File: src/gptu_pkg.sv
// Purpose: Shared constants and types for the general purpose timer unit.
// Assumes: 16-bit register port, word addressed.
// Notes:   Prescaler base rates are derived from the fastest documented count period.
package gptu_pkg;

  localparam int TW     = 16;
  localparam int DW     = 16;
  localparam int AW     = 5;
  localparam int NTMR   = 5;
  localparam int NIRQ   = 6;

  // Timer slots: first module aux a, core, aux b; second module aux, core
  localparam int IDX_AUX_A = 0;
  localparam int IDX_CORE1 = 1;
  localparam int IDX_AUX_B = 2;
  localparam int IDX_AUX2  = 3;
  localparam int IDX_CORE2 = 4;
  localparam int IDX_CAP   = 5;

  // Register map, word addresses
  localparam logic [AW-1:0] ADDR_CON_BASE = 5'h00;
  localparam logic [AW-1:0] ADDR_CNT_BASE = 5'h05;
  localparam logic [AW-1:0] ADDR_CAPTURE_RELOAD_REGISTER   = 5'h0A;
  localparam logic [AW-1:0] ADDR_IRQ_BASE = 5'h0B;

  // Timer control word fields
  localparam int CON_PSC_LSB  = 0;
  localparam int CON_PSC_W    = 3;
  localparam int CON_MODE_LSB = 3;
  localparam int CON_POL_BIT  = 5;
  localparam int CON_RUN_BIT  = 6;
  localparam int CON_DOWN_BIT = 7;
  localparam int CON_AUX_BIT  = 8;
  localparam int CON_ROLE_LSB = 9;
  localparam int CON_TRIG_LSB = 11;
  localparam int CON_CLR_BIT  = 13;

  // Interrupt control word fields
  localparam int IRQ_PRIO_LSB = 0;
  localparam int IRQ_PRIO_W   = 4;
  localparam int IRQ_EN_BIT   = 6;
  localparam int IRQ_FLAG_BIT = 7;
  localparam int IRQ_W        = 8;

  // Fastest count periods, given at the reference CPU rate
  localparam int REF_CPU_MHZ   = 20;
  localparam int FIRST_TIMER_MODULE_MIN_NS   = 400;
  localparam int SECOND_TIMER_MODULE_MIN_NS   = 200;
  localparam int FIRST_TIMER_MODULE_BASE_DIV = FIRST_TIMER_MODULE_MIN_NS * REF_CPU_MHZ / 1000;
  localparam int SECOND_TIMER_MODULE_BASE_DIV = SECOND_TIMER_MODULE_MIN_NS * REF_CPU_MHZ / 1000;
  localparam logic [3:0] FIRST_TIMER_MODULE_SH = 4'($clog2(FIRST_TIMER_MODULE_BASE_DIV));
  localparam logic [3:0] SECOND_TIMER_MODULE_SH = 4'($clog2(SECOND_TIMER_MODULE_BASE_DIV));
  localparam int PSC_W = $clog2(FIRST_TIMER_MODULE_BASE_DIV) + (1 << CON_PSC_W);

  typedef enum logic [1:0] {
    MODE_TIMER   = 2'b00,
    MODE_GATED   = 2'b01,
    MODE_COUNTER = 2'b10
  } gptu_mode_t;

  typedef enum logic [1:0] {
    ROLE_TIMER   = 2'b00,
    ROLE_RELOAD  = 2'b01,
    ROLE_CAPTURE = 2'b10
  } gptu_role_t;

  // Reload trigger for aux timers; capture edge select for second module
  typedef enum logic [1:0] {
    TRIG_NONE     = 2'b00,
    TRIG_OTL_RISE = 2'b01,
    TRIG_OTL_FALL = 2'b10,
    TRIG_PIN      = 2'b11
  } gptu_trig_t;

endpackage

File: src/gptu_timer.sv
// Purpose: One 16-bit up/down timer cell with load and wrap detection.
// Assumes: Load has priority over counting.
// Notes:   Wrap pulse is combinational from the count pulse, not from the load.
`timescale 1ns/1ps
module gptu_timer #(
  parameter int W = 16
) (
  // Clock and reset
  input  wire logic         clk_i,
  input  wire logic         rst_i,
  // Control
  input  wire logic         inc_i,
  input  wire logic         down_i,
  input  wire logic         load_i,
  input  wire logic [W-1:0] load_val_i,
  // State
  output logic      [W-1:0] cnt_o,
  output logic              wrap_o
);

  logic [W-1:0] cnt_q;
  logic [W-1:0] cnt_d;

  always_comb begin
    wrap_o = inc_i & (down_i ? (cnt_q == '0) : (cnt_q == '1));
    cnt_d  = cnt_q;
    if (load_i) begin
      cnt_d = load_val_i;
    end else if (inc_i) begin
      cnt_d = down_i ? cnt_q - 1'b1 : cnt_q + 1'b1;
    end
  end

  always_ff @(posedge clk_i) begin
    if (rst_i) begin
      cnt_q <= '0;
    end else begin
      cnt_q <= cnt_d;
    end
  end

  assign cnt_o = cnt_q;

endmodule // gptu_timer

File: src/gptu_top.sv
// Purpose: General purpose timer unit, two modules with five timers.
// Assumes: Pins synchronous to ref_clk_i; register read data one cycle after the strobe.
// Notes:   Interrupt request outputs are flag AND enable; priority is held for the controller.
`timescale 1ns/1ps
// Notes on behaviour
// RQ1 - Five 16-bit timers: three in the first module, two in the second.
// RQ2 - Timers run alone or are clocked by the core timer of their module.
// RQ3 - First module timers each select timer, gated timer or counter mode.
// RQ4 - Timer mode counts prescaled clock; counter mode counts pin events.
// RQ5 - Gated mode counts prescaled clock only while the pin level enables it.
// RQ6 - First module fastest rate is one count per eight clocks.
// RQ7 - Every timer counts up or down as software selects.
// RQ8 - First core timer direction may be flipped by its direction pin.
// RQ9 - First core wrap toggles its latch, driven out and clocking aux timers.
// RQ10 - First module aux timer may act as capture or reload; then it stops.
// RQ11 - Capture role copies the first core timer on a pin event.
// RQ12 - Reload role loads the core timer on a pin or latch transition.
// RQ13 - Two aux timers reloading on opposite transitions alternate, giving PWM.
// RQ14 - Second module fastest rate is one count per four clocks.
// RQ15 - Second core wrap toggles its latch, driven out and clocking aux.
// RQ16 - Second core wrap pulses the capture/compare clock, optionally reloads.
// RQ17 - Capture pin transition copies second aux timer; optional clear.
// RQ18 - Each timer and capture has flag, enable and sixteen-level priority.
// RQ19 - Timer wraps and capture events set their request flags.
// RQ20 - Reset clears timers, capture register and latches; all timers stopped.
module gptu_top
  import gptu_pkg::*;
(
  // Clock and reset
  input  wire logic                     ref_clk_i,
  input  wire logic                     rst_i,
  // Register port
  input  wire logic [gptu_pkg::AW-1:0]  reg_addr_i,
  input  wire logic [gptu_pkg::DW-1:0]  reg_wdata_i,
  input  wire logic                     reg_wr_i,
  input  wire logic                     reg_rd_i,
  output logic      [gptu_pkg::DW-1:0]  reg_rdata_o,
  // Pins
  input  wire logic [2:0]               timer_gate_count_input_i,
  input  wire logic                     first_direction_input_pin_i,
  input  wire logic                     capture_input_pin_i,
  output logic                          first_toggle_output_pin_o,
  output logic                          second_toggle_output_pin_o,
  // To capture/compare unit and interrupt controller
  output logic                          cc_clock_pulse_o,
  output logic      [gptu_pkg::NIRQ-1:0] irq_req_o
);

  import gptu_pkg::*;

  logic [DW-1:0]     con_q [NTMR];
  logic [DW-1:0]     con_d [NTMR];
  logic [IRQ_W-1:0]  irq_q [NIRQ];
  logic [IRQ_W-1:0]  irq_d [NIRQ];
  logic [TW-1:0]     capture_reload_register_q;
  logic [TW-1:0]     capture_reload_register_d;
  logic              otl1_q;
  logic              otl1_d;
  logic              otl2_q;
  logic              otl2_d;
  logic [3:0]        pin_q;
  logic [3:0]        pin_d;
  logic [PSC_W-1:0]  psc_q;
  logic [PSC_W-1:0]  psc_d;
  logic [DW-1:0]     rdata_q;
  logic [DW-1:0]     rdata_d;
  logic              cc_q;
  logic              cc_d;
  logic [NIRQ-1:0]   irqreq_q;
  logic [NIRQ-1:0]   irqreq_d;

  logic [NTMR-1:0]   inc;
  logic [NTMR-1:0]   down;
  logic [NTMR-1:0]   load;
  logic [NTMR-1:0]   wrap;
  logic [TW-1:0]     lval [NTMR];
  logic [TW-1:0]     cnt  [NTMR];
  logic [NTMR-1:0]   wr_cnt;
  logic [3:0]        pins;
  logic [3:0]        rise;
  logic [3:0]        fall;
  logic              otl_rise;
  logic              otl_fall;
  logic              rl_a;
  logic              rl_b;
  logic              cap2;
  logic              fast1;
  logic              fast2;
  logic [NIRQ-1:0]   flag_set;
  gptu_role_t        role [3];

  function automatic logic tick_at(input logic [PSC_W-1:0] p, input logic [3:0] sh);
    logic [PSC_W:0] m;
    m = ({{PSC_W{1'b0}}, 1'b1} << sh) - 1'b1;
    return ((p & m[PSC_W-1:0]) == '0);
  endfunction

  function automatic logic trig_hit(input gptu_trig_t t, input logic r, input logic f,
                                    input logic p);
    logic hit;
    hit = 1'b0;
    case (t)
      TRIG_OTL_RISE: hit = r;
      TRIG_OTL_FALL: hit = f;
      TRIG_PIN:      hit = p;
      default:       hit = 1'b0;
    endcase
    return hit;
  endfunction

  // Five identical timer cells
  for (genvar g = 0; g < NTMR; g++) begin : g_tmr
    gptu_timer #(.W(TW)) u_tmr (
      .clk_i      (ref_clk_i),
      .rst_i      (rst_i),
      .inc_i      (inc[g]),
      .down_i     (down[g]),
      .load_i     (load[g]),
      .load_val_i (lval[g]),
      .cnt_o      (cnt[g]),
      .wrap_o     (wrap[g])
    ); // [RQ1]
  end

  assign pins     = {capture_input_pin_i, timer_gate_count_input_i};
  assign rise     = pins & ~pin_q;
  assign fall     = ~pins & pin_q;
  assign otl_rise = wrap[IDX_CORE1] & ~otl1_q;
  assign otl_fall = wrap[IDX_CORE1] & otl1_q;
  assign fast1    = tick_at(psc_q, FIRST_TIMER_MODULE_SH);
  assign fast2    = tick_at(psc_q, SECOND_TIMER_MODULE_SH);
  assign flag_set = {cap2, wrap};

  // Count pulses, directions and loads for all timers
  always_comb begin : count_ctl
    logic [DW-1:0]  cfg;
    logic           tick;
    logic           evt;
    logic           gate;
    logic [3:0]     sh;
    gptu_trig_t     ctrig;
    cfg   = '0;
    tick  = 1'b0;
    evt   = 1'b0;
    gate  = 1'b0;
    sh    = '0;
    ctrig = TRIG_NONE;
    inc   = '0;
    down  = '0;
    for (int k = 0; k < NTMR; k++) begin
      wr_cnt[k] = reg_wr_i && (reg_addr_i == ADDR_CNT_BASE + AW'(k));
    end
    for (int i = 0; i < 3; i++) begin
      cfg     = con_q[i];
      role[i] = (i == IDX_CORE1) ? ROLE_TIMER : gptu_role_t'(cfg[CON_ROLE_LSB +: 2]);
      sh      = FIRST_TIMER_MODULE_SH + {1'b0, cfg[CON_PSC_LSB +: CON_PSC_W]};
      tick    = tick_at(psc_q, sh); // [RQ4] [RQ6]
      gate    = pins[i] ^ cfg[CON_POL_BIT];
      evt     = cfg[CON_POL_BIT] ? fall[i] : rise[i];
      down[i] = cfg[CON_DOWN_BIT]; // [RQ7]
      if (!cfg[CON_RUN_BIT] || role[i] != ROLE_TIMER) begin
        inc[i] = 1'b0; // [RQ10] [RQ20]
      end else if (i != IDX_CORE1 && cfg[CON_AUX_BIT]) begin
        inc[i] = wrap[IDX_CORE1]; // [RQ2] [RQ9]
      end else begin
        case (gptu_mode_t'(cfg[CON_MODE_LSB +: 2]))
          MODE_TIMER:   inc[i] = tick; // [RQ3] [RQ4]
          MODE_GATED:   inc[i] = tick & gate; // [RQ5]
          MODE_COUNTER: inc[i] = evt; // [RQ3] [RQ4]
          default:      inc[i] = 1'b0;
        endcase
      end
    end
    // Core direction may be flipped by the direction pin
    down[IDX_CORE1] = con_q[IDX_CORE1][CON_DOWN_BIT]
                      ^ (con_q[IDX_CORE1][CON_AUX_BIT] & first_direction_input_pin_i); // [RQ8]
    // Second module
    cfg             = con_q[IDX_CORE2];
    sh              = SECOND_TIMER_MODULE_SH + {1'b0, cfg[CON_PSC_LSB +: CON_PSC_W]};
    inc[IDX_CORE2]  = cfg[CON_RUN_BIT] & tick_at(psc_q, sh); // [RQ14]
    down[IDX_CORE2] = cfg[CON_DOWN_BIT]; // [RQ7]
    cfg             = con_q[IDX_AUX2];
    sh              = SECOND_TIMER_MODULE_SH + {1'b0, cfg[CON_PSC_LSB +: CON_PSC_W]};
    inc[IDX_AUX2]   = cfg[CON_RUN_BIT]
                      & (cfg[CON_AUX_BIT] ? wrap[IDX_CORE2] : tick_at(psc_q, sh)); // [RQ2] [RQ15]
    down[IDX_AUX2]  = cfg[CON_DOWN_BIT];
    ctrig           = gptu_trig_t'(cfg[CON_TRIG_LSB +: 2]);
    cap2            = (ctrig == TRIG_OTL_RISE && rise[3])
                      || (ctrig == TRIG_OTL_FALL && fall[3])
                      || (ctrig == TRIG_PIN && (rise[3] || fall[3])); // [RQ17]
    // Reload sources for the first core timer
    rl_a = (role[IDX_AUX_A] == ROLE_RELOAD)
           && trig_hit(gptu_trig_t'(con_q[IDX_AUX_A][CON_TRIG_LSB +: 2]), otl_rise, otl_fall,
                       rise[IDX_AUX_A]); // [RQ12]
    rl_b = (role[IDX_AUX_B] == ROLE_RELOAD)
           && trig_hit(gptu_trig_t'(con_q[IDX_AUX_B][CON_TRIG_LSB +: 2]), otl_rise, otl_fall,
                       rise[IDX_AUX_B]); // [RQ12] [RQ13]
    for (int k = 0; k < NTMR; k++) begin
      load[k] = wr_cnt[k];
      lval[k] = reg_wdata_i;
    end
    if (!wr_cnt[IDX_CORE1] && (rl_a || rl_b)) begin
      load[IDX_CORE1] = 1'b1;
      lval[IDX_CORE1] = rl_a ? cnt[IDX_AUX_A] : cnt[IDX_AUX_B]; // [RQ12] [RQ13]
    end
    for (int a = 0; a < 3; a += 2) begin
      if (!wr_cnt[a] && role[a] == ROLE_CAPTURE && rise[a]) begin
        load[a] = 1'b1;
        lval[a] = cnt[IDX_CORE1]; // [RQ11]
      end
    end
    if (!wr_cnt[IDX_AUX2] && cap2 && con_q[IDX_AUX2][CON_CLR_BIT]) begin
      load[IDX_AUX2] = 1'b1;
      lval[IDX_AUX2] = '0; // [RQ17]
    end
    if (!wr_cnt[IDX_CORE2] && wrap[IDX_CORE2] && con_q[IDX_CORE2][CON_AUX_BIT]) begin
      load[IDX_CORE2] = 1'b1;
      lval[IDX_CORE2] = capture_reload_register_q; // [RQ16]
    end
  end

  // Register file, latches, flags and read data
  always_comb begin : reg_ctl
    con_d    = con_q;
    irq_d    = irq_q;
    capture_reload_register_d = capture_reload_register_q;
    otl1_d   = otl1_q ^ wrap[IDX_CORE1]; // [RQ9]
    otl2_d   = otl2_q ^ wrap[IDX_CORE2]; // [RQ15]
    pin_d    = pins;
    psc_d    = psc_q + 1'b1;
    cc_d     = wrap[IDX_CORE2]; // [RQ16]
    rdata_d  = '0;
    if (cap2) begin
      capture_reload_register_d = cnt[IDX_AUX2]; // [RQ17]
    end
    for (int k = 0; k < NTMR; k++) begin
      if (reg_wr_i && reg_addr_i == ADDR_CON_BASE + AW'(k)) begin
        con_d[k] = reg_wdata_i;
      end
    end
    if (reg_wr_i && reg_addr_i == ADDR_CAPTURE_RELOAD_REGISTER && !cap2) begin
      capture_reload_register_d = reg_wdata_i;
    end
    for (int k = 0; k < NIRQ; k++) begin
      if (reg_wr_i && reg_addr_i == ADDR_IRQ_BASE + AW'(k)) begin
        irq_d[k] = reg_wdata_i[IRQ_W-1:0]; // [RQ18]
      end
      // Hardware set wins over a software clear in the same cycle
      if (flag_set[k]) begin
        irq_d[k][IRQ_FLAG_BIT] = 1'b1; // [RQ19]
      end
      irqreq_d[k] = irq_q[k][IRQ_FLAG_BIT] & irq_q[k][IRQ_EN_BIT]; // [RQ18]
    end
    if (reg_rd_i) begin
      for (int k = 0; k < NTMR; k++) begin
        if (reg_addr_i == ADDR_CON_BASE + AW'(k)) rdata_d = con_q[k];
        if (reg_addr_i == ADDR_CNT_BASE + AW'(k)) rdata_d = cnt[k];
      end
      for (int k = 0; k < NIRQ; k++) begin
        if (reg_addr_i == ADDR_IRQ_BASE + AW'(k)) rdata_d = {{(DW-IRQ_W){1'b0}}, irq_q[k]};
      end
      if (reg_addr_i == ADDR_CAPTURE_RELOAD_REGISTER) rdata_d = capture_reload_register_q;
    end
  end

  always_ff @(posedge ref_clk_i) begin
    if (rst_i) begin
      con_q    <= '{default: '0}; // [RQ20]
      irq_q    <= '{default: '0};
      capture_reload_register_q <= '0; // [RQ20]
      otl1_q   <= 1'b0; // [RQ20]
      otl2_q   <= 1'b0;
      pin_q    <= '0;
      psc_q    <= '0;
      rdata_q  <= '0;
      cc_q     <= 1'b0;
      irqreq_q <= '0;
    end else begin
      con_q    <= con_d;
      irq_q    <= irq_d;
      capture_reload_register_q <= capture_reload_register_d;
      otl1_q   <= otl1_d;
      otl2_q   <= otl2_d;
      pin_q    <= pin_d;
      psc_q    <= psc_d;
      rdata_q  <= rdata_d;
      cc_q     <= cc_d;
      irqreq_q <= irqreq_d;
    end
  end

  assign reg_rdata_o                = rdata_q;
  assign first_toggle_output_pin_o  = otl1_q;
  assign second_toggle_output_pin_o = otl2_q;
  assign cc_clock_pulse_o           = cc_q;
  assign irq_req_o                  = irqreq_q;

  chk_otl_toggle: assert property (@(posedge ref_clk_i) disable iff (rst_i)
    wrap[IDX_CORE1] |=> first_toggle_output_pin_o != $past(first_toggle_output_pin_o)) // [RQ9]
    else $error("first toggle latch missed a wrap");
  chk_fast_rate1: assert property (@(posedge ref_clk_i) disable iff (rst_i)
    fast1 |=> !fast1 [*7] ##1 fast1) // [RQ6]
    else $error("first module base tick not every eight clocks");
  chk_fast_rate2: assert property (@(posedge ref_clk_i) disable iff (rst_i)
    fast2 |=> !fast2 [*3] ##1 fast2) // [RQ14]
    else $error("second module base tick not every four clocks");
  chk_cc_pulse: assert property (@(posedge ref_clk_i) disable iff (rst_i)
    wrap[IDX_CORE2] |=> cc_clock_pulse_o && second_toggle_output_pin_o != $past(otl2_q)) // [RQ16]
    else $error("second core wrap not passed on");
  chk_aux_capture: assert property (@(posedge ref_clk_i) disable iff (rst_i)
    (role[IDX_AUX_B] == ROLE_CAPTURE && rise[IDX_AUX_B] && !wr_cnt[IDX_AUX_B])
    |=> cnt[IDX_AUX_B] == $past(cnt[IDX_CORE1])) // [RQ11]
    else $error("aux capture did not copy core value");
  chk_aux_stopped: assert property (@(posedge ref_clk_i) disable iff (rst_i)
    (role[IDX_AUX_B] != ROLE_TIMER && !load[IDX_AUX_B]) |=> $stable(cnt[IDX_AUX_B])) // [RQ10]
    else $error("aux timer counted while in capture or reload role");
  chk_core_reload: assert property (@(posedge ref_clk_i) disable iff (rst_i)
    (rl_a && !wr_cnt[IDX_CORE1]) |=> cnt[IDX_CORE1] == $past(cnt[IDX_AUX_A])) // [RQ12]
    else $error("core timer not reloaded from aux timer");
  chk_capture_reload_register_copy: assert property (@(posedge ref_clk_i) disable iff (rst_i)
    cap2 |=> capture_reload_register_q == $past(cnt[IDX_AUX2])) // [RQ17]
    else $error("capture register did not take aux value");
  chk_irq_set: assert property (@(posedge ref_clk_i) disable iff (rst_i)
    (wrap[IDX_CORE2] && irq_q[IDX_CORE2][IRQ_EN_BIT]) |=> ##1 irq_req_o[IDX_CORE2]) // [RQ19]
    else $error("timer wrap did not raise its request");
  chk_dir_pin: assert property (@(posedge ref_clk_i) disable iff (rst_i)
    (inc[IDX_CORE1] && !load[IDX_CORE1] && con_q[IDX_CORE1][CON_AUX_BIT]
     && first_direction_input_pin_i && !con_q[IDX_CORE1][CON_DOWN_BIT])
    |=> cnt[IDX_CORE1] == $past(cnt[IDX_CORE1]) - 16'h0001) // [RQ8]
    else $error("direction pin did not reverse core count");
  chk_reset_clear: assert property (@(posedge ref_clk_i)
    $past(rst_i) |-> (cnt[IDX_CORE1] == '0 && capture_reload_register_q == '0 && !otl1_q && !otl2_q)) // [RQ20]
    else $error("state not cleared by reset");

endmodule // gptu_top

File: config.mk
export PLATFORM = sky130hd
export DESIGN_NAME = gptu_top
export DESIGN_NICKNAME = d
export VERILOG_FILES = /design/src/gptu_pkg.sv /design/src/gptu_timer.sv /design/src/gptu_top.sv
export SDC_FILE = /design/constraint.sdc
export NUM_CORES = 1
export LEC_CHECK = 0
export ABC_AREA = 1
export BUFFER_PORTS_ARGS = -buffer_cell sky130_fd_sc_hd__clkbuf_2
export CAP_MARGIN = 0
export CORE_ASPECT_RATIO = 0.8
export CORE_MARGIN = 5
export CORE_UTILIZATION = 45
export CTS_CLUSTER_SIZE = 10
export DETAILED_ROUTE_END_ITERATION = 8
export HOLD_SLACK_MARGIN = 0.03
export PLACE_DENSITY = 0.62
export SLEW_MARGIN = 10
export SYNTH_ARGS = -nofsm -noshare
export SYNTH_HDL_FRONTEND = slang
export SYNTH_SLANG_ARGS = --single-unit
File: constraint.sdc
create_clock -name ref_clk_i -period 3 [get_ports ref_clk_i]
set_input_delay 0.6 -clock ref_clk_i [delete_from_list [all_inputs] [get_ports ref_clk_i]]
set_output_delay 0.6 -clock ref_clk_i [all_outputs]
set_load 0.05 [all_outputs]
=== Yosys cells after proc, flatten, opt, wreduce, memory -nomap -nowiden ===
Cells that the tools add are included.

* Flip-flop bits (word level): 264
* Bits in latches: 0
* Memory bits (writable): 0
* ROM bits: 0
* Bits of input ports: 30
* Output and inout port bits: 25
* Word-level logic and storage cells: 283
* Memories: 0

* Add/subtract/negate cells: 21
* $mul: 0
* Div/mod/pow operators: 0
* $lt $le $gt $ge: 0
* Equality and inequality tests: 40
* Shifts and indexed selects: 5
* Multiplexer cells: 76
* Bitwise logic cells: 36
* Reduce and logical (&&, ||, !) cells: 75

{| class="wikitable"
|+ Operator list
! cell !! count
|-
| $mux 16 || 40
|-
| $add 16x1->16 const B || 5
|-
| $eq 16x16->1 const B || 5
|-
| $logic_not 16->1 || 5
|-
| $sub 16x1->16 const B || 5
|-
| $and 11x11->11 || 5
|-
| $logic_not 11->1 || 5
|-
| $shl 1x4->11 const A || 5
|-
| $sub 11x1->11 const B || 5
|-
| $mux 8 || 6
|-
| $eq 5x4->1 const B || 8
|-
| $logic_and 1x1->1 || 32
|-
| $reduce_bool 2->1 || 14
|-
| $mux 1 || 25
|-
| $eq 2x2->1 const B || 11
|-
| $add 2x3->4 const A || 5
|-
| $eq 5x3->1 const B || 4
|-
| $and 1x1->1 || 19
|-
| $eq 2x1->1 const B || 8
|-
| $pmux 1 s3 || 5
|-
| $add 11x1->11 const B || 1
|-
| $eq 5x2->1 const B || 2
|-
| $and 4x4->4 || 2
|-
| $logic_not 1->1 || 8
|-
| 9 further kinds || 23
|}

=== Depth between registers and ports, before layout ===
Gate-level depths: netlist of the first run.

* Word-level depth: 18
* Depth in mapped cells: 21
* Mapped depth without buffers: 21

=== By module ===
From an unflattened synthesis of the first run, not the netlist that was laid out.

* Cell total of the unflattened synthesis: 3002
* Area, all modules: 18679.2 um^2

{| class="wikitable"
|+ Modules (own cells, without submodules)
! module !! times used !! cells an instance !! area an instance (um^2) !! seq. area each (um^2)
|-
| gptu_top || 1 || 1637 || 10533.9 || 3683.5
|-
| gptu_timer || 5 || 273 || 1629.1 || 320.3
|}

=== Worst setup path before layout of the first run ===
Ideal clock, no wire load.

* Path kind: input to register
* Start: input first_direction_input_pin_i
* End: register g_tmr[1].u_tmr.cnt_q[15]
* Arrival: 2.732 ns
* Path slack: 0.150 ns
* Stages on the path: 18
* Buffers on the path: 1
* Cell sequence: nand2_1 nand2_1 nand2_1 inv_1 nor2_1 nand4_1 nand2_1 nand2_4 inv_1 ha_1 o211a_1 nand3b_1 nand2_1 nor2_1 nand2_1 buf_2 o21ai_0 nor2_1

* Longest elaborated chain between the ends: 11
* Elaborated cells on any way between the ends: 19
* Those cells by class: mux (9); bitwise (5); reduce/logical (5)

{| class="wikitable"
|+ RTL lines
! item !! RTL line !! text
|-
| start: declaration || gptu_top.sv:40 || <nowiki>input wire logic first_direction_input_pin_i,</nowiki>
|-
| $and 1x1->1 * || gptu_top.sv:176 || <nowiki>^ (con_q[IDX_CORE1][CON_AUX_BIT] & first_direction_input_pin_i);</nowiki>
|-
| $xor 1x1->1 * || gptu_top.sv:176 ||
|-
| $mux 1 || gptu_timer.sv:25 || <nowiki>wrap_o = inc_i & (down_i ? (cnt_q == '0) : (cnt_q == '1));</nowiki>
|-
| $and 1x1->1 || gptu_timer.sv:25 ||
|-
| $and 1x1->1, on equally long branches || gptu_top.sv:129, gptu_top.sv:128 ||
|-
| $pmux 1 s3 || gptu_top.sv:102 || <nowiki>case (t)</nowiki>
|-
| $logic_and 1x1->1, on equally long branches || gptu_top.sv:193, gptu_top.sv:196 ||
|-
| $logic_or 1x1->1 || gptu_top.sv:202 || <nowiki>if (!wr_cnt[IDX_CORE1] && (rl_a || rl_b)) begin</nowiki>
|-
| $logic_and 1x1->1 || gptu_top.sv:202 ||
|-
| $mux 16 / $mux 1 (equally long branches) || gptu_top.sv:202 ||
|-
| $mux 16 / $reduce_bool 2->1 (equally long branches) || -- ||
|-
| end signal: assignment || gptu_timer.sv:38 || <nowiki>cnt_q <= cnt_d;</nowiki>
|-
| end: declaration || gptu_timer.sv:21 || <nowiki>logic [W-1:0] cnt_q;</nowiki>
|}

Every way passes the cells marked *; elsewhere a longest branch is shown, timed or not. The select of a mux whose other input is x is not followed.
A chain may end at the register's enable or synchronous reset.

=== Worst setup path after layout of the first run ===
* Start: register con_q[48] (netlist name)
* End: register g_tmr[1].u_tmr.cnt_q[10]

* Longest elaborated chain between the ends: 16
* Elaborated cells on any way between the ends: 22
* Those cells by class: add/sub (2); shift (1); mux (8); bitwise (5); reduce/logical (6)

{| class="wikitable"
|+ RTL lines
! item !! RTL line !! text
|-
| start: declaration || gptu_top.sv:51 || <nowiki>logic [DW-1:0] con_q [NTMR];</nowiki>
|-
| start signal: assignment || gptu_top.sv:279 || <nowiki>con_q <= con_d;</nowiki>
|-
| $add 2x3->4 * || gptu_top.sv:156 || <nowiki>sh = FIRST_TIMER_MODULE_SH + {1'b0, cfg[CON_PSC_LSB +: CON_PSC_W]};</nowiki>
|-
| $shl 1x4->11 * || gptu_top.sv:94 || <nowiki>m = ({{PSC_W{1'b0}}, 1'b1} << sh) - 1'b1;</nowiki>
|-
| $sub 11x1->11 * || gptu_top.sv:94 ||
|-
| $and 11x11->11 * || gptu_top.sv:95 || <nowiki>return ((p & m[PSC_W-1:0]) == '0);</nowiki>
|-
| $logic_not 11->1 * || gptu_top.sv:95 ||
|-
| $and 1x1->1 || gptu_top.sv:168 || <nowiki>MODE_GATED: inc[i] = tick & gate;</nowiki>
|-
| $pmux 1 s3 * || gptu_top.sv:166 || <nowiki>case (gptu_mode_t'(cfg[CON_MODE_LSB +: 2]))</nowiki>
|-
| $mux 1 * || gptu_top.sv:161 || <nowiki>if (!cfg[CON_RUN_BIT] || role[i] != ROLE_TIMER) begin</nowiki>
|-
| $and 1x1->1 || gptu_timer.sv:25 ||
|-
| $and 1x1->1, on equally long branches || gptu_top.sv:129, gptu_top.sv:128 ||
|-
| $pmux 1 s3 || gptu_top.sv:102 ||
|-
| $logic_and 1x1->1, on equally long branches || gptu_top.sv:193, gptu_top.sv:196 ||
|-
| $logic_or 1x1->1 || gptu_top.sv:202 ||
|-
| $logic_and 1x1->1 || gptu_top.sv:202 ||
|-
| $mux 16 / $mux 1 (equally long branches) || gptu_top.sv:202 ||
|-
| $mux 16 / $reduce_bool 2->1 (equally long branches) || -- ||
|}

Every way passes the cells marked *; elsewhere a longest branch is shown, timed or not.

==> out/results.ini, run 1 <==
[cts]
postCtsSetupRepairBufs=0
cts_max_level=2
path_clk_slew_ns=0.06
cts.sinks=264
clk_latency_ns=0.54
tritoncts=done
clock-root-buffer=clkbuf_16
cts_buffer_depth=3
numCtsBuffers=34

[power_and_ir_drop]
p_sw_w=0.002251
seqPwrFrac_pct=43.7
internal_power_w=0.006045
powerDensity_nw_per_um2=416.1
ir_drop_v=0.0003256
p_total_w=0.008296
combPwrFrac_pct=9.0
sw_frac_of_total_pct=27.13
clock_power_share_pct=47.3
leakagePower_nw=8.699

[die]
placementRows=64
die-area_um2=43350
die_h_um=187.2
start_util_pct=45.87
die_width_um=231.5
io_pins=55
coreArea_um2=38520

[yosys]
synth_cell_types=59
synth_top_area_share_pct=29.92
synth.cell_area_um2=17670
async_reset_ff_share_pct=0
synth_top_area_cell=dfxtp_1
synthCells=2703
synth_edf_count=0
synth_area_leaders=dfxtp_1 (30%), nand2_1 (11%), a21oi_1 (9.1%)
yosysWarnings=0
ys.flop_type=dfxtp_1
synth_seq_cells=264
yosysSeqAreaShare_pct=29.92
synth.avg_cell_area_um2=6.536

[final_layout]
drive_gt1_share_pct=10.30
area_growth_pct=12.85
seq_area_um2=5290
layout.nets=2909
fillerInstances=3892
stdcell_count=3326
multi_input_area_um2=10720

[worst_setup_path]
slowest_stage=dfxtp_1
worstPathRequired_ns=3.41
endpoint_kind=register
arrival_ns=3.27
critPathKind=reg2reg
crit_chain=inv_1 > a21oi_1 > o21ai_0 > o211ai_1 > nand2_1 > nand2_1 > inv_2 > nand2_4 > inv_1 > ha_1 > o211a_1 > nand3b_1 > nand2_1 > buf_4 > buf_4 > a21oi_1 > o21ai_0 > a21oi_1 > nor2_1
cp_max_fo=9
max_stage_delay_ns=0.43
rrSetupSlack_ns=0.14
cp-start-kind=register

[timing]
rsz0062_at_grt=false
min_period_ns=2.862
fin_crit_sh_pct=95.39
relSlewSlack_pct=29.74
fmax_mhz=349.4
setup_viol=0
drv_slew=0
tightestPinTransition_ns=1.054
fin_skew_ns=0.02121
finalHoldViolCount=0

[global_routing]
gr-total-overflow=0
grt_pass1_vias=17830
grt_max_degree=76
antenna_found_initial=0
grt_first_pass_wirelength_um=110500
grt.total_usage_pct=32.60

[detailed_routing]
vias=19990
first_pass_iters=6
routed_via_density=6.009
drtAntennaViolNets=0
drt_iter0_drc=2892
wirelength_um=73490
post_drt_wl_per_cell_um=22.09
drc=0

[hold_path]
hp-class=in2reg

[run_status]
status=completed

[run]
drv_cap=0

[place]
gp_congestion=1.011
dp_hpwl_um=55010
placed_cells_incl_taps=3276
numPortBuffers=54

==> layout by cell type (no fill, tap or decap), types with 5 or more instances in the layout <==
cell type  count
nand4_1       75
fa_1           5
a21oi_1      318
nor3_1        27
o221ai_1      21
nor2_1       239
xor2_1        20
inv_2         17
o21ai_1       11
nand3_1      178
a21o_1        12
nand2_2        6
a31oi_1       13
buf_4         97
clkbuf_1       5
nor2_4         8
or2_2         11
o31ai_1        8
nor4_1        16
o21bai_1       7
nand2_1      529
o21a_1         6
a221oi_1       5
nand2_4        9
o22ai_1       16
xnor2_1       17
clkbuf_16     34
nor2_2        12
o21ai_2        6
clkbuf_2      53
clkinv_1       7
inv_1        279
o21ai_0      300
dfxtp_1      260
ha_1          90
o211ai_1      19
==> synthesized netlist by cell type, types with 8 or more instances <==
cell type / count
ha_1: 90
o21ai_1: 9
a21o_1: 12
o21ai_0: 302
nor2_4: 8
nor3_1: 27
buf_2: 33
xnor2_1: 17
clkbuf_1: 62
a31oi_1: 13
o211ai_1: 19
nor2_2: 10
nor2_1: 241
o22ai_1: 16
inv_2: 17
o31ai_1: 8
a21oi_1: 320
nand2_1: 529
xor2_1: 20
nor4_1: 16
nand3_1: 178
or2_2: 11
dfxtp_1: 264
nand4_1: 75
inv_1: 282
nand2_4: 8
o221ai_1: 21
==> area by class of cell <==
class                           instances  area share (%)
Sequential cell                       264           26.53
Antenna cell                            1         0.01255
Clock inverter                          8          0.5460
Timing Repair Buffer                  156           5.485
Multi-Input combinational cell       2020           53.75
Inverter                              308           5.855
Clock buffer                           41           4.500
Tap cell                              528           3.314
==> stage by stage <==
stage / setup slack (ns) / hold slack [ns] / util, % / setup TNS, ns / area, um2
2_1_floorplan: 0.1505 / 0.4164 / - / 0 / 17670
3_3_place_gp: 0.01927 / 0.4337 / 49.06 / 0 / 18900
3_5_place_dp: -0.02711 / 0.4388 / 49.06 / -0.05462 / 18900
4_1_cts: 0.02407 / 0.2998 / 51.67 / 0 / 19900
5_1_grt: 0.009204 / 0.3230 / 51.75 / 0 / 19930
6_report: 0.1384 / 0.3209 / 51.76 / 0 / 19940
==> repair_timing <==
action,in CTS,in global routing
endpoints found under the setup margin,0,29
resized for setup,0,16
hold buffers,0,0
==> final timing paths <==
kind                                                              end  depth (start not counted)                         from
worst max-delay path            g_tmr[1].u_tmr.cnt_o[10]$_SDFFE_PP0P_                         19       con_q[48]$_SDFFE_PP0P_
worst min-delay path                              pin_q[1]$_SDFF_PP0_                          3  timer_gate_count_input_i[1]
worst max register to register  g_tmr[1].u_tmr.cnt_o[10]$_SDFFE_PP0P_                         19       con_q[48]$_SDFFE_PP0P_
worst min register to register                    psc_q[0]$_SDFF_PP0_                          1          psc_q[0]$_SDFF_PP0_
==> state kept, by name, summed over array words and instances, names as in the netlist <==
| name | cells |
|---|---|
| first_toggle_output_pin_o | 1 |
| count_ctl.cfg | 16 |
| reg_rdata_o | 16 |
| capture_reload_register_q | 16 |
| irq_q | 48 |
| psc_q | 11 |
| con_q | 64 |
| pin_q | 4 |
| cc_clock_pulse_o | 1 |
| irq_req_o | 6 |
| g_tmr.u_tmr.cnt_o | 80 |
| second_toggle_output_pin_o | 1 |
==> metal layers <==
metal / share of wire, % / track usage (%) / vias to the layer above
met2: 38 / 43.49 / 1128
met1: 46 / 51.23 / 9353
met4: 3.0 / 9.155 / 0
li1: - / - / 9350
met3: 13 / 7.953 / 154
met5: 0 / 0 / -
==> worst max-delay path, delay by kind of cell, from the launching register on <==
family	cells	cell delay, ns
AO/OA/AOI/OAI	7	1.02
adder cells (fa/ha/maj)	1	0.19
buffers and inverters	5	0.56
flip-flops	1	0.43
AND/OR/NAND/NOR	6	0.53
==> power by group through the flow <==
stage	clock [W]	sequential, W	combinational [W]
CTS	0.00396	0.00362	0.000724
global placement	0	0.00370	0.000717
global route	0.00409	0.00363	0.000799
finish	0.00392	0.00363	0.000750
floorplan	0	0.00368	0.000412
detailed placement	0	0.00370	0.000721
==> logic make-up after synthesis <==
logic type	after synthesis	share of synthesized area, %
AO/OA/AOI/OAI	765	23.74
AND/OR/NAND/NOR	1121	28.00
buffers and inverters	420	9.547
flip-flops	264	29.92
XOR/XNOR	37	1.834
other	1	0.02123
adder cells (fa/ha/maj)	95	6.941
Note: power is estimated with default switching activity, not from simulation.
==> inputs of run 2 (changes only) <==
Settings changed: ABC_AREA 1 to default.
==> out/results.ini, run 2 <==
[yosys]
synth_top_area_share_pct=31.16  ; +1.2 points
ys.flop_type=dfxtp_1
synth_top_area_cell=dfxtp_1
async_reset_ff_share_pct=0  ; unchanged
synth_common_cells=nand2_1 (341), dfxtp_1 (264), a21oi_1 (229)
synth_edf_count=0  ; unchanged
synthCells=2232  ; -17%
synth.cell_area_um2=16960  ; -4.0%
synth.most_common_cell=nand2_1
synth.avg_cell_area_um2=7.600  ; +16%
synth_cell_types=85  ; +44%
synth_area_leaders=dfxtp_1 (31%), nand2_1 (7.5%), a21oi_1 (6.8%)
synth_seq_cells=264  ; unchanged
yosysSeqAreaShare_pct=31.16  ; +1.2 points
yosysWarnings=0  ; unchanged

[final_layout]
fillerInstances=3402  ; -13%
layout_commonest_cell=nand2_1
final_area_um2=21520  ; +8.0%
drive_gt1_share_pct=22.65  ; +12 points
multi_input_area_um2=11650  ; +8.7%
largest_reg_flops=80  ; unchanged
layout.nets=2582  ; -11%
stdcell_count=2959  ; -11%
diodes=0  ; -1
area_growth_pct=26.88
seq_area_um2=5310  ; +0.38%
mostFrequentLayoutCells=nand2_1 (332), dfxtp_1 (248), buf_4 (248)

[worst_setup_path]
endpoint_kind=register
r2r_end=g_tmr[4].u_tmr.cnt_o[4]$_SDFFE_PP0P_
crit_chain=inv_4 > ha_4 > or4b_4 > and3_4 > a311oi_2 > o221ai_2 > buf_4 > nor4b_4 > buf_4 > buf_12 > mux2i_2 > a211oi_2 > a21oi_1 > nor2_1
cp-start-kind=register
max_stage_delay_ns=0.49  ; +0.06 ns
arrival_ns=3.61  ; +0.34 ns
slowest_stage=or4b_4
worstPathRequired_ns=3.38  ; -0.03 ns
timing.rr.start=con_q[2]$_SDFFE_PP0P_
cp_max_fo=6  ; -3
reg2regPathDepth=14  ; -5
rrSetupSlack_ns=-0.23  ; -0.37 ns
cp_common_cell=buf_4
critPathKind=reg2reg

[detailed_routing]
drt_iter0_drc=2661  ; -8.0%
wirelength_um=71910  ; -2.2%
first_pass_iters=6  ; unchanged
post_drt_wl_per_cell_um=24.30  ; +10%
drtAntennaViolNets=0  ; unchanged
vias=19110  ; -4.4%
drc=0  ; unchanged
routed_via_density=6.458  ; +7.5%

[place]
dp_hpwl_um=49930  ; -9.2%
numPortBuffers=54  ; unchanged
place_area_um2=19290  ; +2.1%
placed_cells_incl_taps=2868  ; -12%
gp_congestion=1.019  ; +0.72%

[run]
drv_cap=0  ; unchanged

[cts]
numCtsBuffers=34  ; unchanged
tritoncts=done
clock-root-buffer=clkbuf_16
cts_max_level=2  ; unchanged
clk_latency_ns=0.53  ; about the same
cts.sinks=264  ; unchanged
hold_buffers=0  ; unchanged
path_clk_slew_ns=0.06  ; about the same
cts_buffer_depth=3  ; unchanged

[die]
die_width_um=227.1  ; -1.9%
start_util_pct=45.69  ; -0.18 points
io_pins=55  ; unchanged
coreArea_um2=37130  ; -3.6%
die_h_um=183.7  ; -1.9%
die-area_um2=41700  ; -3.8%
placementRows=63  ; -1.6%

[global_routing]
gr-total-overflow=0  ; unchanged
grt_use_met1_pct=46.02  ; -5.2 points
globalRouteMet3Util_pct=11.24  ; +3.3 points
grt.total_usage_pct=32.44  ; -0.17 points
antenna_found_initial=1  ; +1
grt_first_pass_wirelength_um=105300  ; -4.7%
met2_usage_pct=45.83  ; +2.3 points
grt_pass1_vias=17530  ; -1.7%
grt_max_degree=70  ; -7.9%
grt_busiest_layer=met1

[run_status]
status=complete, but fails checks
violations=negative setup slack

[timing]
setup_viol=48  ; +48
fin_ws_ns=-0.2294  ; -0.3677 ns
min_period_ns=3.229  ; +0.3677 ns
tightestPinTransition_ns=1.056  ; +0.001734 ns
rsz0062_at_grt=true
drv_slew=0  ; unchanged
fmax_mhz=309.7  ; -11%
finalHoldViolCount=0  ; unchanged
setup_tns_ns=-5.623  ; -5.623 ns
fin_crit_sh_pct=107.6  ; +12 points
relSlewSlack_pct=29.15  ; -0.59 points
fin_skew_ns=0.02353  ; +0.002316 ns

[hold_path]
holdPathEnd=pin_q[1]$_SDFF_PP0_
hp-class=in2reg
worstHoldStart=timer_gate_count_input_i[1]
holdPathStages=2  ; -1

[power_and_ir_drop]
powerDensity_nw_per_um2=379.0  ; -8.9%
ir_drop_v=0.0003675  ; +13%
p_total_w=0.008156  ; -1.7%
leakagePower_nw=8.456  ; -2.8%

==> run 2: area by class of cell <==
class	instances	area share (%)
clock inverters	6	0.2732
multi-input cells	1766	54.13
well taps	487	2.831
flip-flops and latches	264	24.67
repair buffers	346	12.99
inverters	45	0.8081
clock buffers	45	4.290
==> run 2: repair_timing <==
action | CTS | global route
setup endpoints to repair | 48 | 75
gates resized for setup | 83 | 134
gates cloned | 2 | 5
pin swaps | 56 | 60
hold endpoints to repair | 0 | 0
setup buffers | 21 | 13
==> run 2: how the worst max path moves through the flow <==
| stage | from | endpoint | cells past startpoint |
|---|---|---|---|
| 6_report | con_q[2]$_SDFFE_PP0P_ | g_tmr[4].u_tmr.cnt_o[4]$_SDFFE_PP0P_ | 14 |
| 5_1_grt | g_tmr[1].u_tmr.cnt_o[8]$_SDFFE_PP0P_ | g_tmr[1].u_tmr.cnt_o[5]$_SDFFE_PP0P_ | 19 |
| 4_1_cts | con_q[2]$_SDFFE_PP0P_ | g_tmr[4].u_tmr.cnt_o[8]$_SDFFE_PP0P_ | 13 |
| 3_5_place_dp | first_direction_input_pin_i | g_tmr[1].u_tmr.cnt_o[15]$_SDFFE_PP0P_ | 14 |
| 3_3_place_gp | first_direction_input_pin_i | g_tmr[1].u_tmr.cnt_o[15]$_SDFFE_PP0P_ | 14 |
| 2_1_floorplan | first_direction_input_pin_i | g_tmr[1].u_tmr.cnt_o[15]$_SDFFE_PP0P_ | 12 |
==> run 2: critical path, delay by kind of cell (launching register included) <==
family	cells	cell delay, ns
fa+ha+maj	1	0.23
compound gates	4	0.73
buf+inv	4	0.59
flops	1	0.37
mux	1	0.22
simple gates	4	0.92
==> run 2: through the flow <==
step	util, %	setup WS, ns	hold WS [ns]
final	57.97	-0.2294	0.3358
after global routing	57.97	-0.3342	0.3482
after CTS	55.98	-0.1662	0.3359
after detailed placement	51.95	-0.3073	0.4458
after global placement	51.95	-0.2761	0.4388
after floorplan	-	-0.01706	0.4332
==> run 2: cell families (layout without fill, tap and decap cells) <==
logic type | Yosys count | in the layout | synth area share [%]
XOR/XNOR | 76 | 76 | 3.924
AO/OA/AOI/OAI | 699 | 699 | 27.14
multiplexers | 53 | 53 | 3.164
other | 1 | 2 | 0.02211
adder cells (fa/ha/maj) | 95 | 95 | 7.229
AND/OR/NAND/NOR | 841 | 841 | 22.73
flip-flops | 264 | 264 | 31.16
buffers and inverters | 203 | 442 | 4.632
==> run 2: report_power, final <==
part | internal (W) | total (W) | switching [W] | leakage, nW
Combinational | 0.000226 | 0.000734 | 0.000508 | 5.83
Sequential | 0.00355 | 0.00359 | 0.0000469 | 2.14
Clock | 0.00223 | 0.00383 | 0.00160 | 0.483
==> run 2: metal layers <==
| layer | wire (um) | part of all wire [%] |
|---|---|---|
| met3 | 9603 | 13 |
| met1 | 30200 | 42 |
| met2 | 29100 | 40 |
| met4 | 2996 | 4.2 |
| met5 | 0 | 0 |
